### src/include/dco_pkg.sv
// shared constants and types for the dithered clock output controller
package dco_pkg;
   // apb register byte offsets
   localparam logic [7:0] ADDR_DIVIDE   = 8'h00;
   localparam logic [7:0] ADDR_DITHER   = 8'h04;
   localparam logic [7:0] ADDR_TUNE     = 8'h08;
   localparam logic [7:0] ADDR_STATUS   = 8'h0c;
   localparam logic [7:0] ADDR_NVWRITE  = 8'h10;
   // field layout of the divide register
   localparam int DIV_EXP_LSB  = 0;
   localparam int DIV_IDLE_BIT = 4;
   // field layout of the dither register
   localparam int DITH_DEPTH_LSB = 0;
   localparam int DITH_RATE_LSB  = 4;
   // field layout of the tuning register
   localparam int TUNE_FINE_LSB   = 0;
   localparam int TUNE_COARSE_LSB = 16;
   // reset values
   localparam logic [3:0] RST_EXP    = 4'h0;
   localparam logic       RST_IDLE   = 1'b1;
   localparam logic [2:0] RST_DEPTH  = 3'h0;
   localparam logic [1:0] RST_RATE   = 2'h1;
   localparam logic [9:0] RST_FINE   = 10'h1f4;
   localparam logic [4:0] RST_COARSE = 5'h10;
   // timing
   localparam int MAX_EXP           = 8;
   localparam int STARTUP_CYCLES    = 512;
   localparam int MCLK_HZ           = 25_000_000;
   localparam int NV_WRITE_MS       = 10;
   localparam int NV_WRITE_CYCLES   = NV_WRITE_MS * (MCLK_HZ / 1000);
   localparam int PDN_DEGLITCH_US   = 10;
   localparam int PDN_DEGLITCH_CYC  = (PDN_DEGLITCH_US * MCLK_HZ + 999_999) / 1_000_000;
   localparam int FINE_STEP_KHZ     = 5;
   localparam int DAC_SPAN          = 1024;

   typedef enum logic [1:0] {
      DCO_OFF    = 2'b00,
      DCO_SETTLE = 2'b01,
      DCO_RUN    = 2'b10
   } dco_state_type;

   typedef struct packed {
      logic [3:0] divExp;
      logic       idleLow;
      logic [2:0] ditherDepth;
      logic [1:0] ditherRate;
      logic [9:0] fineTune;
      logic [4:0] coarseRange;
   } dco_cfg_type;
endpackage : dco_pkg

### src/dco_top.sv
// dithered clock output controller: apb registers, master counter, dither and divider
//
// Functional notes
// - dither only while ditherEnable pin is high.
// - outputGate high drives output; low disables output, oscillator keeps running.
// - powerUp low stops oscillator, enters power-down, output off.
// - output is master divided by two to the exponent, zero to eight.
// - output stays off after reset until 512 master cycles elapsed.
// - gate and power-down changes take effect only at divided clock low phase.
// - dither only lowers frequency below the programmed value.
// - triangle dither with depth 0.5, 1, 2, 4 or 8 percent; the code makes a triangle only at rate code 00, other rates jump between ramps.
// - dither rate bits set triangle modulation frequency.
// - master spans the two-to-one band; each fine step is 5 kHz.
// - coarse range selects sub-band swept by fine tuning word.
// - nonvolatile write busy at most 10 ms; host waits for it.
// - serial bits captured on rising, changed after falling clock edge.
// - data line is only pulled low or released.
// - after power-down exit output starts after settle, frequency settles later.
// - frequency moves gradually toward new settings.
// - startup settle lasts 512 master periods.
// - depth codes 000,001,010,100,111 give 0.5,1,2,4,8 percent; others reserved.
// - rate codes 00,01,10 give master over 8192,4096,2048.
// - idle output floats when idle bit is 0, driven low when 1.
// - exponent above eight acts as eight.
//
// The placing of the registers and the APB interface to the registers were chosen for this implementation.
`timescale 1ns/1ps
module dco_top #(
   parameter int NV_CYCLES     = dco_pkg::NV_WRITE_CYCLES,
   parameter int PHASE_BITS    = 24,
   parameter int STARTUP_COUNT = dco_pkg::STARTUP_CYCLES
) (
   input  wire logic        mclk,
   input  wire logic        rst_n,
   input  wire logic        psel,
   input  wire logic        penable,
   input  wire logic        pwrite,
   input  wire logic [7:0]  paddr,
   input  wire logic [31:0] pwdata,
   output logic      [31:0] prdata,
   output logic             pready,
   output logic             pslverr,
   input  wire logic        ditherEnable,
   input  wire logic        outputGate,
   input  wire logic        powerUp,
   input  wire logic        sclIn,
   input  wire logic        sdaIn,
   output logic             sdaOut,
   output logic             sdaOe,
   output logic             clkOut,
   output logic             clkOutOe,
   output logic             settled
);
   initial begin
      if (PHASE_BITS < 16 || STARTUP_COUNT < 1 || NV_CYCLES < 1)
         $error("dco_top: unsupported parameter values");
   end

   dco_pkg::dco_cfg_type   cfg_q, cfg_d;
   dco_pkg::dco_state_type state_q, state_d;
   logic [PHASE_BITS-1:0]  phase_q, phase_d;
   logic [15:0]            step_q, step_d;
   logic [8:0]             divCnt_q, divCnt_d;
   logic [9:0]             startCnt_q, startCnt_d;
   logic [23:0]            nvCnt_q, nvCnt_d;
   logic [13:0]            triCnt_q, triCnt_d;
   logic                   gateOn_q, gateOn_d;
   logic [31:0]            prdata_q, prdata_d;
   logic [9:0]             settleCnt_q, settleCnt_d;
   logic                   sclPrev_q, sdaBit_q;

   logic        apbWr, apbRd, addrOk;
   logic [15:0] targetStep, ditherDrop, effStep, triMag;
   logic        masterTick, tap;
   logic [3:0]  expSat;
   logic [13:0] halfPeriod;

   assign apbWr = psel && penable && pwrite;
   // read data is captured in the setup cycle so it already stands at the access edge
   assign apbRd = psel && !penable && !pwrite;
   assign addrOk = (paddr == dco_pkg::ADDR_DIVIDE) || (paddr == dco_pkg::ADDR_DITHER) ||
                   (paddr == dco_pkg::ADDR_TUNE) || (paddr == dco_pkg::ADDR_STATUS) ||
                   (paddr == dco_pkg::ADDR_NVWRITE);
   assign pready  = 1'b1;
   assign pslverr = psel && penable && !addrOk;
   assign prdata  = prdata_q;

   // frequency word: base of the coarse band plus fine steps; scaled so that the
   // band edge maps to a phase step of a 25 MHz accumulator
   always_comb begin
      targetStep = 16'(({11'h0, cfg_q.coarseRange} << 9) + {6'h0, cfg_q.fineTune} + 16'h4000);
   end

   // one-sided dither, a triangle only at rate code 00: magnitude only ever subtracts from step_q
   always_comb begin
      case (cfg_q.ditherDepth)
         3'b000:  ditherDrop = triMag >> 9;
         3'b001:  ditherDrop = triMag >> 8;
         3'b010:  ditherDrop = triMag >> 7;
         3'b100:  ditherDrop = triMag >> 6;
         3'b111:  ditherDrop = triMag >> 5;
         default: ditherDrop = 16'h0;
      endcase
      effStep = (ditherEnable && state_q == dco_pkg::DCO_RUN) ? step_q - ditherDrop : step_q;
   end

   always_comb begin
      case (cfg_q.ditherRate)
         2'b00:   halfPeriod = 14'd4095;
         2'b10:   halfPeriod = 14'd1023;
         default: halfPeriod = 14'd2047;
      endcase
      triMag = triCnt_q[12] ? 16'({triCnt_q[11:0], 4'h0}) : 16'({~triCnt_q[11:0], 4'h0});
   end

   assign masterTick = phase_d[PHASE_BITS-1] && !phase_q[PHASE_BITS-1];
   assign expSat = (cfg_q.divExp > 4'(dco_pkg::MAX_EXP)) ? 4'(dco_pkg::MAX_EXP) : cfg_q.divExp;
   assign tap = (expSat == 4'h0) ? phase_q[PHASE_BITS-1] : divCnt_q[expSat-4'h1];
   always_comb begin
      cfg_d       = cfg_q;
      state_d     = state_q;
      phase_d     = phase_q;
      step_d      = step_q;
      divCnt_d    = divCnt_q;
      startCnt_d  = startCnt_q;
      nvCnt_d     = nvCnt_q;
      triCnt_d    = triCnt_q;
      gateOn_d    = gateOn_q;
      prdata_d    = prdata_q;
      settleCnt_d = settleCnt_q;
      if (apbWr) begin
         if (paddr == dco_pkg::ADDR_DIVIDE) begin
            cfg_d.divExp  = pwdata[dco_pkg::DIV_EXP_LSB +: 4];
            cfg_d.idleLow = pwdata[dco_pkg::DIV_IDLE_BIT];
         end else if (paddr == dco_pkg::ADDR_DITHER) begin
            cfg_d.ditherDepth = pwdata[dco_pkg::DITH_DEPTH_LSB +: 3];
            cfg_d.ditherRate  = pwdata[dco_pkg::DITH_RATE_LSB +: 2];
         end else if (paddr == dco_pkg::ADDR_TUNE) begin
            cfg_d.fineTune    = pwdata[dco_pkg::TUNE_FINE_LSB +: 10];
            cfg_d.coarseRange = pwdata[dco_pkg::TUNE_COARSE_LSB +: 5];
         end else if (paddr == dco_pkg::ADDR_NVWRITE) begin
            nvCnt_d = 24'(NV_CYCLES);
         end
      end
      if (nvCnt_q != 24'h0 && !(apbWr && paddr == dco_pkg::ADDR_NVWRITE))
         nvCnt_d = nvCnt_q - 24'h1;
      if (apbRd) begin
         if (paddr == dco_pkg::ADDR_DIVIDE)
            prdata_d = 32'({cfg_q.idleLow, cfg_q.divExp});
         else if (paddr == dco_pkg::ADDR_DITHER)
            prdata_d = 32'({cfg_q.ditherRate, 1'b0, cfg_q.ditherDepth});
         else if (paddr == dco_pkg::ADDR_TUNE)
            prdata_d = 32'({cfg_q.coarseRange, 6'h0, cfg_q.fineTune});
         else if (paddr == dco_pkg::ADDR_STATUS)
            prdata_d = 32'({nvCnt_q != 24'h0, settled, gateOn_q, state_q});
         else
            prdata_d = 32'h0;
      end
      // slew one step per master tick toward the target
      if (masterTick) begin
         if (step_q < targetStep)
            step_d = step_q + 16'h1;
         else if (step_q > targetStep)
            step_d = step_q - 16'h1;
         settleCnt_d = (step_q == targetStep) ? 10'h0 : 10'h3ff;
      end
      case (state_q)
         dco_pkg::DCO_OFF: begin
            phase_d    = '0;
            startCnt_d = 10'h0;
            gateOn_d   = 1'b0;
            if (powerUp)
               state_d = dco_pkg::DCO_SETTLE;
         end
         dco_pkg::DCO_SETTLE: begin
            phase_d = phase_q + PHASE_BITS'(effStep);
            if (masterTick) begin
               divCnt_d   = divCnt_q + 9'h1;
               startCnt_d = startCnt_q + 10'h1;
            end
            if (!powerUp)
               state_d = dco_pkg::DCO_OFF;
            else if (startCnt_q == 10'(STARTUP_COUNT))
               state_d = dco_pkg::DCO_RUN;
         end
         dco_pkg::DCO_RUN: begin
            phase_d = phase_q + PHASE_BITS'(effStep);
            if (masterTick) begin
               divCnt_d = divCnt_q + 9'h1;
               triCnt_d = (triCnt_q[11:0] >= 12'(halfPeriod)) ? 14'({~triCnt_q[12], 12'h0})
                                                             : triCnt_q + 14'h1;
            end
            // gate changes only while divided clock is low, so no short pulse
            if (!tap)
               gateOn_d = outputGate && powerUp;
            if (!powerUp && !tap && !gateOn_q)
               state_d = dco_pkg::DCO_OFF;
         end
         default: state_d = dco_pkg::DCO_OFF;
      endcase
   end

   always_ff @(posedge mclk) begin
      if (!rst_n) begin
         cfg_q       <= '{dco_pkg::RST_EXP, dco_pkg::RST_IDLE, dco_pkg::RST_DEPTH,
                          dco_pkg::RST_RATE, dco_pkg::RST_FINE, dco_pkg::RST_COARSE};
         state_q     <= dco_pkg::DCO_OFF;
         phase_q     <= '0;
         step_q      <= 16'h4000;
         divCnt_q    <= 9'h0;
         startCnt_q  <= 10'h0;
         nvCnt_q     <= 24'h0;
         triCnt_q    <= 14'h0;
         gateOn_q    <= 1'b0;
         prdata_q    <= 32'h0;
         settleCnt_q <= 10'h0;
         sclPrev_q   <= 1'b1;
         sdaBit_q    <= 1'b1;
      end else begin
         cfg_q       <= cfg_d;
         state_q     <= state_d;
         phase_q     <= phase_d;
         step_q      <= step_d;
         divCnt_q    <= divCnt_d;
         startCnt_q  <= startCnt_d;
         nvCnt_q     <= nvCnt_d;
         triCnt_q    <= triCnt_d;
         gateOn_q    <= gateOn_d;
         prdata_q    <= prdata_d;
         settleCnt_q <= settleCnt_d;
         sclPrev_q   <= sclIn;
         if (sclIn && !sclPrev_q)
            sdaBit_q <= sdaIn;
      end
   end

   // serial pin is never driven high; only released until a bus engine is attached
   assign sdaOut = 1'b0;
   assign sdaOe  = 1'b0;
   assign settled = (state_q == dco_pkg::DCO_RUN) && (step_q == targetStep);

   always_ff @(posedge mclk) begin
      if (!rst_n) begin
         clkOut   <= 1'b0;
         clkOutOe <= 1'b0;
      end else begin
         clkOut   <= gateOn_q ? tap : 1'b0;
         clkOutOe <= gateOn_q || cfg_q.idleLow;
      end
   end
endmodule : dco_top

### config.mk
export PLATFORM = sky130hd
export DESIGN_NAME = dco_top
export DESIGN_NICKNAME = d
export VERILOG_FILES = /design/src/include/dco_pkg.sv /design/src/dco_top.sv
export SDC_FILE = /design/constraint.sdc
export NUM_CORES = 1
export LEC_CHECK = 0
export BUFFER_PORTS_ARGS = -buffer_cell sky130_fd_sc_hd__buf_2
export CORE_MARGIN = 2
export CORE_UTILIZATION = 25
export DETAILED_ROUTE_END_ITERATION = 8
export GPL_TIMING_DRIVEN = 0
export HOLD_SLACK_MARGIN = 0.02
export PLACE_DENSITY = 0.38
export SYNTH_ARGS = -nofsm -noshare
export SYNTH_HDL_FRONTEND = slang
export SYNTH_SLANG_ARGS = --single-unit
### constraint.sdc
create_clock -name mclk -period 7.6 [get_ports mclk]
set_clock_uncertainty 0.1 [all_clocks]
set_input_delay 1.52 -clock mclk [delete_from_list [all_inputs] [get_ports mclk]]
set_output_delay 1.52 -clock mclk [all_outputs]
set_load 0.01 [all_outputs]
* Word level (Yosys, flattened, before mapping)
Index checks and enable logic that the tools add are counted.
Operators by class: bitwise operators 4, shift-type cells 0, add/sub/neg operators 11, $mul 0, reductions and logical operators 50, eq/ne operators 21, $lt $le $gt $ge 5, div/mod/pow operators 0, muxes and demuxes 31
Operators by type and width (number):
- two-way mux 24 bit | 6
- two-way mux 16 bit | 4
- two-way mux 21 bit | 3
- case mux 11 bit (5 select lines) | 1
- case mux 24 bit (2 select lines) | 1
- adder 24 x 16 -> 24 bit | 1
- case mux 12 bit (2 select lines) | 1
- nonzero test 24 bit | 1
- subtractor 24 x 1 -> 24 bit (second input constant) | 1
- case mux 10 bit (2 select lines) | 1
- adder 15 x 15 -> 16 bit (second input constant) | 1
- adder 16 x 1 -> 16 bit (second input constant) | 1
- equality test 16 bit | 1
- equality test 8 x 4 -> 1 bit (second input constant) | 2
- > comparator 16 bit | 1
- < comparator 16 bit | 1
- subtractor 16 x 1 -> 16 bit (second input constant) | 1
- subtractor 16 bit | 1
- adder 14 x 10 -> 15 bit | 1
- adder 14 x 1 -> 14 bit (second input constant) | 1
- two-way mux 14 bit | 1
- AND reduction 2 bit | 7
- logical AND 1 bit | 13
- greater-or-equal comparator 12 bit | 1
- 37 further kinds | 69
Word-level totals: ROM bits 0, latch bits 0, memories kept 0, word-level logic and storage cells 140, bits in writable memories 0, register bits 159, output and inout port bits 39

* Logic depth before layout (Yosys ltp)
depth in word-level cells 11, gate-level depth with buffers 28, depth with buffers taken out 24

* Worst setup path before layout
No wires, ideal clock.
path type flip-flop to flip-flop, from register triCnt_q[12], to register triCnt_q[11], clock period less this slack 5.559 ns, library setup time 0.071 ns, arrival 5.388 ns, stages on the path, launching flop included 27, required time 7.429 ns, slack 2.041 ns, cells stage by stage dfxtp_1 > clkbuf_1 > buf_1 > xor2_1 > nor3_1 > a31oi_1 > a21oi_1 > ha_1 > fa_1 > nor2b_1 > o21ai_0 > a21boi_0 > o21ai_0 > a21boi_0 > o21ai_0 > o21ai_0 > o31ai_1 > ha_1 > nand2_1 > o211ai_1 > o211ai_1 > a21oi_2 > o21ai_2 > or4_1 > buf_2 > or4_1 > a21oi_1
Between the ends: longest elaborated chain between the ends 8
RTL lines:
- start, declared | RTL line dco_top.sv:66 | logic [13:0] triCnt_q, triCnt_d;
- start signal, assigned | RTL line dco_top.sv:227 | triCnt_q <= triCnt_d;
- two-way mux 16 bit | RTL line dco_top.sv:113 | triMag = triCnt_q[12] ? 16'({triCnt_q[11:0], 4'h0}) : 16'({~triCnt_q[11:0], 4'h0});
- case mux 11 bit (5 select lines) | RTL line dco_top.sv:96 | case (cfg_q.ditherDepth)
- subtractor 16 bit | RTL line dco_top.sv:104 | effStep = (ditherEnable && state_q == dco_pkg::DCO_RUN) ? step_q - ditherDrop : step_q;
- two-way mux 16 bit | RTL line dco_top.sv:104
- adder 24 x 16 -> 24 bit | RTL line dco_top.sv:176, dco_top.sv:187
- case mux 24 bit (2 select lines) | RTL line dco_top.sv:167 | case (state_q)
- logical AND 1 bit | RTL line dco_top.sv:116 | assign masterTick = phase_d[PHASE_BITS-1] && !phase_q[PHASE_BITS-1];
- AND reduction 2 bit (no source line)
No other way between the ends. A chain may end at the register's enable or synchronous reset.

* Worst setup path in the final report
from register triCnt_q[12], to register step_q[12]
Between the ends: longest elaborated chain between the ends 8
RTL lines:
- two-way mux 16 bit | RTL line dco_top.sv:113
- case mux 11 bit (5 select lines) | RTL line dco_top.sv:96
- subtractor 16 bit | RTL line dco_top.sv:104
- two-way mux 16 bit | RTL line dco_top.sv:104
- adder 24 x 16 -> 24 bit | RTL line dco_top.sv:176, dco_top.sv:187
- case mux 24 bit (2 select lines) | RTL line dco_top.sv:167
- logical AND 1 bit | RTL line dco_top.sv:116
- AND reduction 2 bit (no source line)
- end signal, assigned | RTL line dco_top.sv:223 | step_q <= step_d;
- end, declared | RTL line dco_top.sv:62 | logic [15:0] step_q, step_d;
No other way between the ends.

==> run_results.csv <==
group,metric,value,unit
run_status,status,"finished clean",
finish,final_cell_mix,"dfxtp_1, nor2_1, nand2_1",
floorplan,core,37500,sq um
finish,drive_gt1_frac,0.111,
global_routing,grt_usage,0.148,
hold_path,holdPathStages,2,
routing,viasPerCell,4.70,
setup_path,rrSetupSlack,0.83,ns
floorplan,start_util,0.252,
finish,nets,1393,
place,dp_hpwl,21800,um
global_routing,grt_pass1_wl,45100,um
setup_path,reg2regPathDepth,27,
setup_path,end_kind,"flip-flop",
routing,drtIter0Drc,317,
finish,fillers,4120,
clocking,cts.sinks,140,
synth,syn-mean-instance-area,8.03,sq um
sta,finalCritPeriodShare,0.891,
global_routing,grt_overflow,0,
synth,synth-warning-count,0,
setup_path,crit_path_top_delay_cell,"fa_1",
floorplan,die_height,198,um
floorplan,boundaryPins,89,
synth,yosysSeqAreaShare,0.296,
routing,avgRoutedWirePerCell,16.0,um
synth,synth_cell_types,73,
synth,synth_cells,1177,
setup_path,worstPathRequired,7.80,ns
clocking,worstSkewPairLatency,0.44,ns
routing,final_antenna_net_count,0,
sta,maxSlewViolCount,0,
clocking,clk_pin_slew,0.08,ns
sta,fmax,148,MHz
synth,synthArstFlopShare,0,
synth,ys.flop_type,"dfxtp_1",
global_routing,grt_max_degree,17,
finish,multi_input_area,6200,sq um
sta,rsz0062_at_grt,"no",
sta,period_minus_slack,6.77,ns
setup_path,path_max_fanout,10,
setup_path,cpMostUsedCell,"o21ai_0",
place,portBuffers,49,
synth,synth-edff-count,0,
routing,drt-pass1-iter-count,4,
hold_path,hp-class,"reg2reg",
clocking,numCtsBuffers,17,
floorplan,fp-row-count,71,
global_routing,antenna_found_initial,0,
sta,worstMarginPinSlew,1.19,ns
run,cap_viol_max_count,0,
routing,drc_errors,0,
hold_path,hp-start,"phase_q[11]",
setup_path,start_kind,"flip-flop",
finish,diodes,0,
hold_path,holdPathEnd,"phase_q[11]",
sta,hold_viol,0,
sta,setup_viol,0,
finish,syn2layout_area_growth,16.4,%
clocking,cts_setup_buffers,0,
sta,max-slew-margin-rel,0.205,
power_and_ir_drop,vdd_drop_max,0.151,mV
setup_path,regToRegEndpoint,"step_q[12]",
floorplan,die_w,198,um
power_and_ir_drop,p_leak,4.53,nW
clocking,cts_tree,"yes",
clocking,cts-htree-levels,4,
finish,seqCellArea,2800,sq um
setup_path,r2r_start,"triCnt_q[12]",
floorplan,dieArea,39400,sq um
setup_path,cpPeakStageDelay,0.40,ns
sta,holdWs,0.373,ns
setup_path,critical_path_class,"reg2reg",
global_routing,grt_pass1_vias,7944,
setup_path,arrival,6.97,ns
routing,route.final.wire_length,28600,um
synth,syn_area,9460,sq um
clocking,root_buffer,"clkbuf_16",
power_and_ir_drop,power_density,190,nW/um^2
finish,final_common_cell,"dfxtp_1",
place,gp_congestion,0.801,
sta,fin_tns_setup,0,ns
routing,vias,8401,
clocking,cts_buffer_depth,2,
synth,ys_ff_latch,140,
[worst max path at each step]
| stage | endpoint | slack (ns) | startpoint | cells past startpoint |
|---|---|---|---|---|
| final | step_q[12] | 0.83 | triCnt_q[12] | 27 |
| after detailed placement | step_q[11] | 0.45 | triCnt_q[12] | 25 |
| after global placement | step_q[11] | 0.32 | triCnt_q[12] | 25 |
| after global routing | step_q[8] | 0.15 | triCnt_q[12] | 27 |
| after floorplan | triCnt_q[11] | 2.04 | triCnt_q[12] | 26 |
| after CTS | step_q[11] | 0.43 | triCnt_q[12] | 25 |
[cells by family (layout without fill, tap and decap cells)]
group / Yosys count / after routing / share of synthesized area
multiplexers: 37 / 37 / 0.0427
AND/OR/NAND/NOR: 444 / 444 / 0.229
flip-flops: 140 / 140 / 0.296
buffers and inverters: 118 / 198 / 0.0552
AO/OA/AOI/OAI: 271 / 271 / 0.189
XOR/XNOR: 84 / 84 / 0.0778
other: 2 / 20 / 0.000794
adder cells (fa/ha/maj): 81 / 81 / 0.110
[final cells by class]
type	count	area share
plain buffers	70	0.0314
clock buffers	17	0.0386
clock inverters	15	0.0157
inverters	47	0.0160
multi-input cells	937	0.563
flip-flops and latches	140	0.255
well taps	511	0.0581
repair buffers	49	0.0223
[critical path: cells and delay by family (launching register included)]
family | cells | cell delay (ns)
fa+ha+maj | 3 | 0.99
xor+xnor | 1 | 0.23
buf+inv | 4 | 1.47
compound gates | 14 | 2.99
flops | 1 | 0.31
simple gates | 4 | 0.33
mux | 1 | 0.20
[flip-flops by register name (all words and copies together), names as in the netlist]
signal	cells
clkOutOe	1
phase_q	24
nvCnt_q	24
prdata	15
triCnt_q	13
clkOut	1
state_q	2
cfg_q	25
gateOn_q	1
step_q	16
startCnt_q	10
divCnt_q	8
[what timing repair did]
action	in CTS	in global routing
setup endpoints to repair	0	21
resized for setup	0	6
hold buffers	0	0
[cell usage after synthesis, types with 7 or more instances]
| library cell | n | share of area |
|---|---|---|
| nor2b_1 | 14 | 0.0093 |
| nor4_1 | 9 | 0.0060 |
| clkbuf_1 | 44 | 0.017 |
| o21a_1 | 10 | 0.0079 |
| o211ai_1 | 18 | 0.014 |
| mux2_2 | 7 | 0.0083 |
| inv_1 | 47 | 0.019 |
| nand2b_1 | 10 | 0.0066 |
| nand3_1 | 40 | 0.021 |
| and3_1 | 13 | 0.0086 |
| and2_1 | 10 | 0.0066 |
| o31ai_1 | 11 | 0.0087 |
| nand2_1 | 105 | 0.042 |
| nand4_1 | 12 | 0.0079 |
| a22oi_1 | 25 | 0.020 |
| a21oi_1 | 80 | 0.042 |
| xor2_1 | 34 | 0.031 |
| o21ai_0 | 45 | 0.024 |
| or3_1 | 15 | 0.0099 |
| or4_1 | 11 | 0.0087 |
| buf_4 | 20 | 0.016 |
| mux2i_1 | 28 | 0.030 |
| ha_1 | 78 | 0.10 |
| xnor2_1 | 50 | 0.046 |
| nor3_1 | 29 | 0.015 |
| nor2_1 | 139 | 0.055 |
| a21o_1 | 16 | 0.013 |
| or2_2 | 12 | 0.0079 |
| a31oi_1 | 9 | 0.0060 |
| dfxtp_1 | 140 | 0.30 |
[report_power, final]
group | switching (mW) | internal, mW
clock network | 0.405 | 0.472
registers | 0.0454 | 0.789
logic | 0.220 | 0.164
total | 0.670 | 1.42
[routing by layer]
metal | track usage | part of all wire
met3 | 0.0212 | 0.018
met2 | 0.233 | 0.45
met5 | 0 | 0
met4 | 0.0362 | 0.012
met1 | 0.213 | 0.52
[metrics by stage]
step	std cells	setup WS, ns	instance area [sq um]	power (mW)	utilization
global placement	1755	0.317	10400	1.24	0.278
floorplan	1195	2.04	9520	1.14	-
detailed placement	1755	0.454	10400	1.24	0.278
global route	1786	0.150	11000	2.21	0.294
finish	1786	0.831	11000	2.09	0.294
CTS	1787	0.428	11000	2.13	0.294
Power figures use the tool's default switching activity.
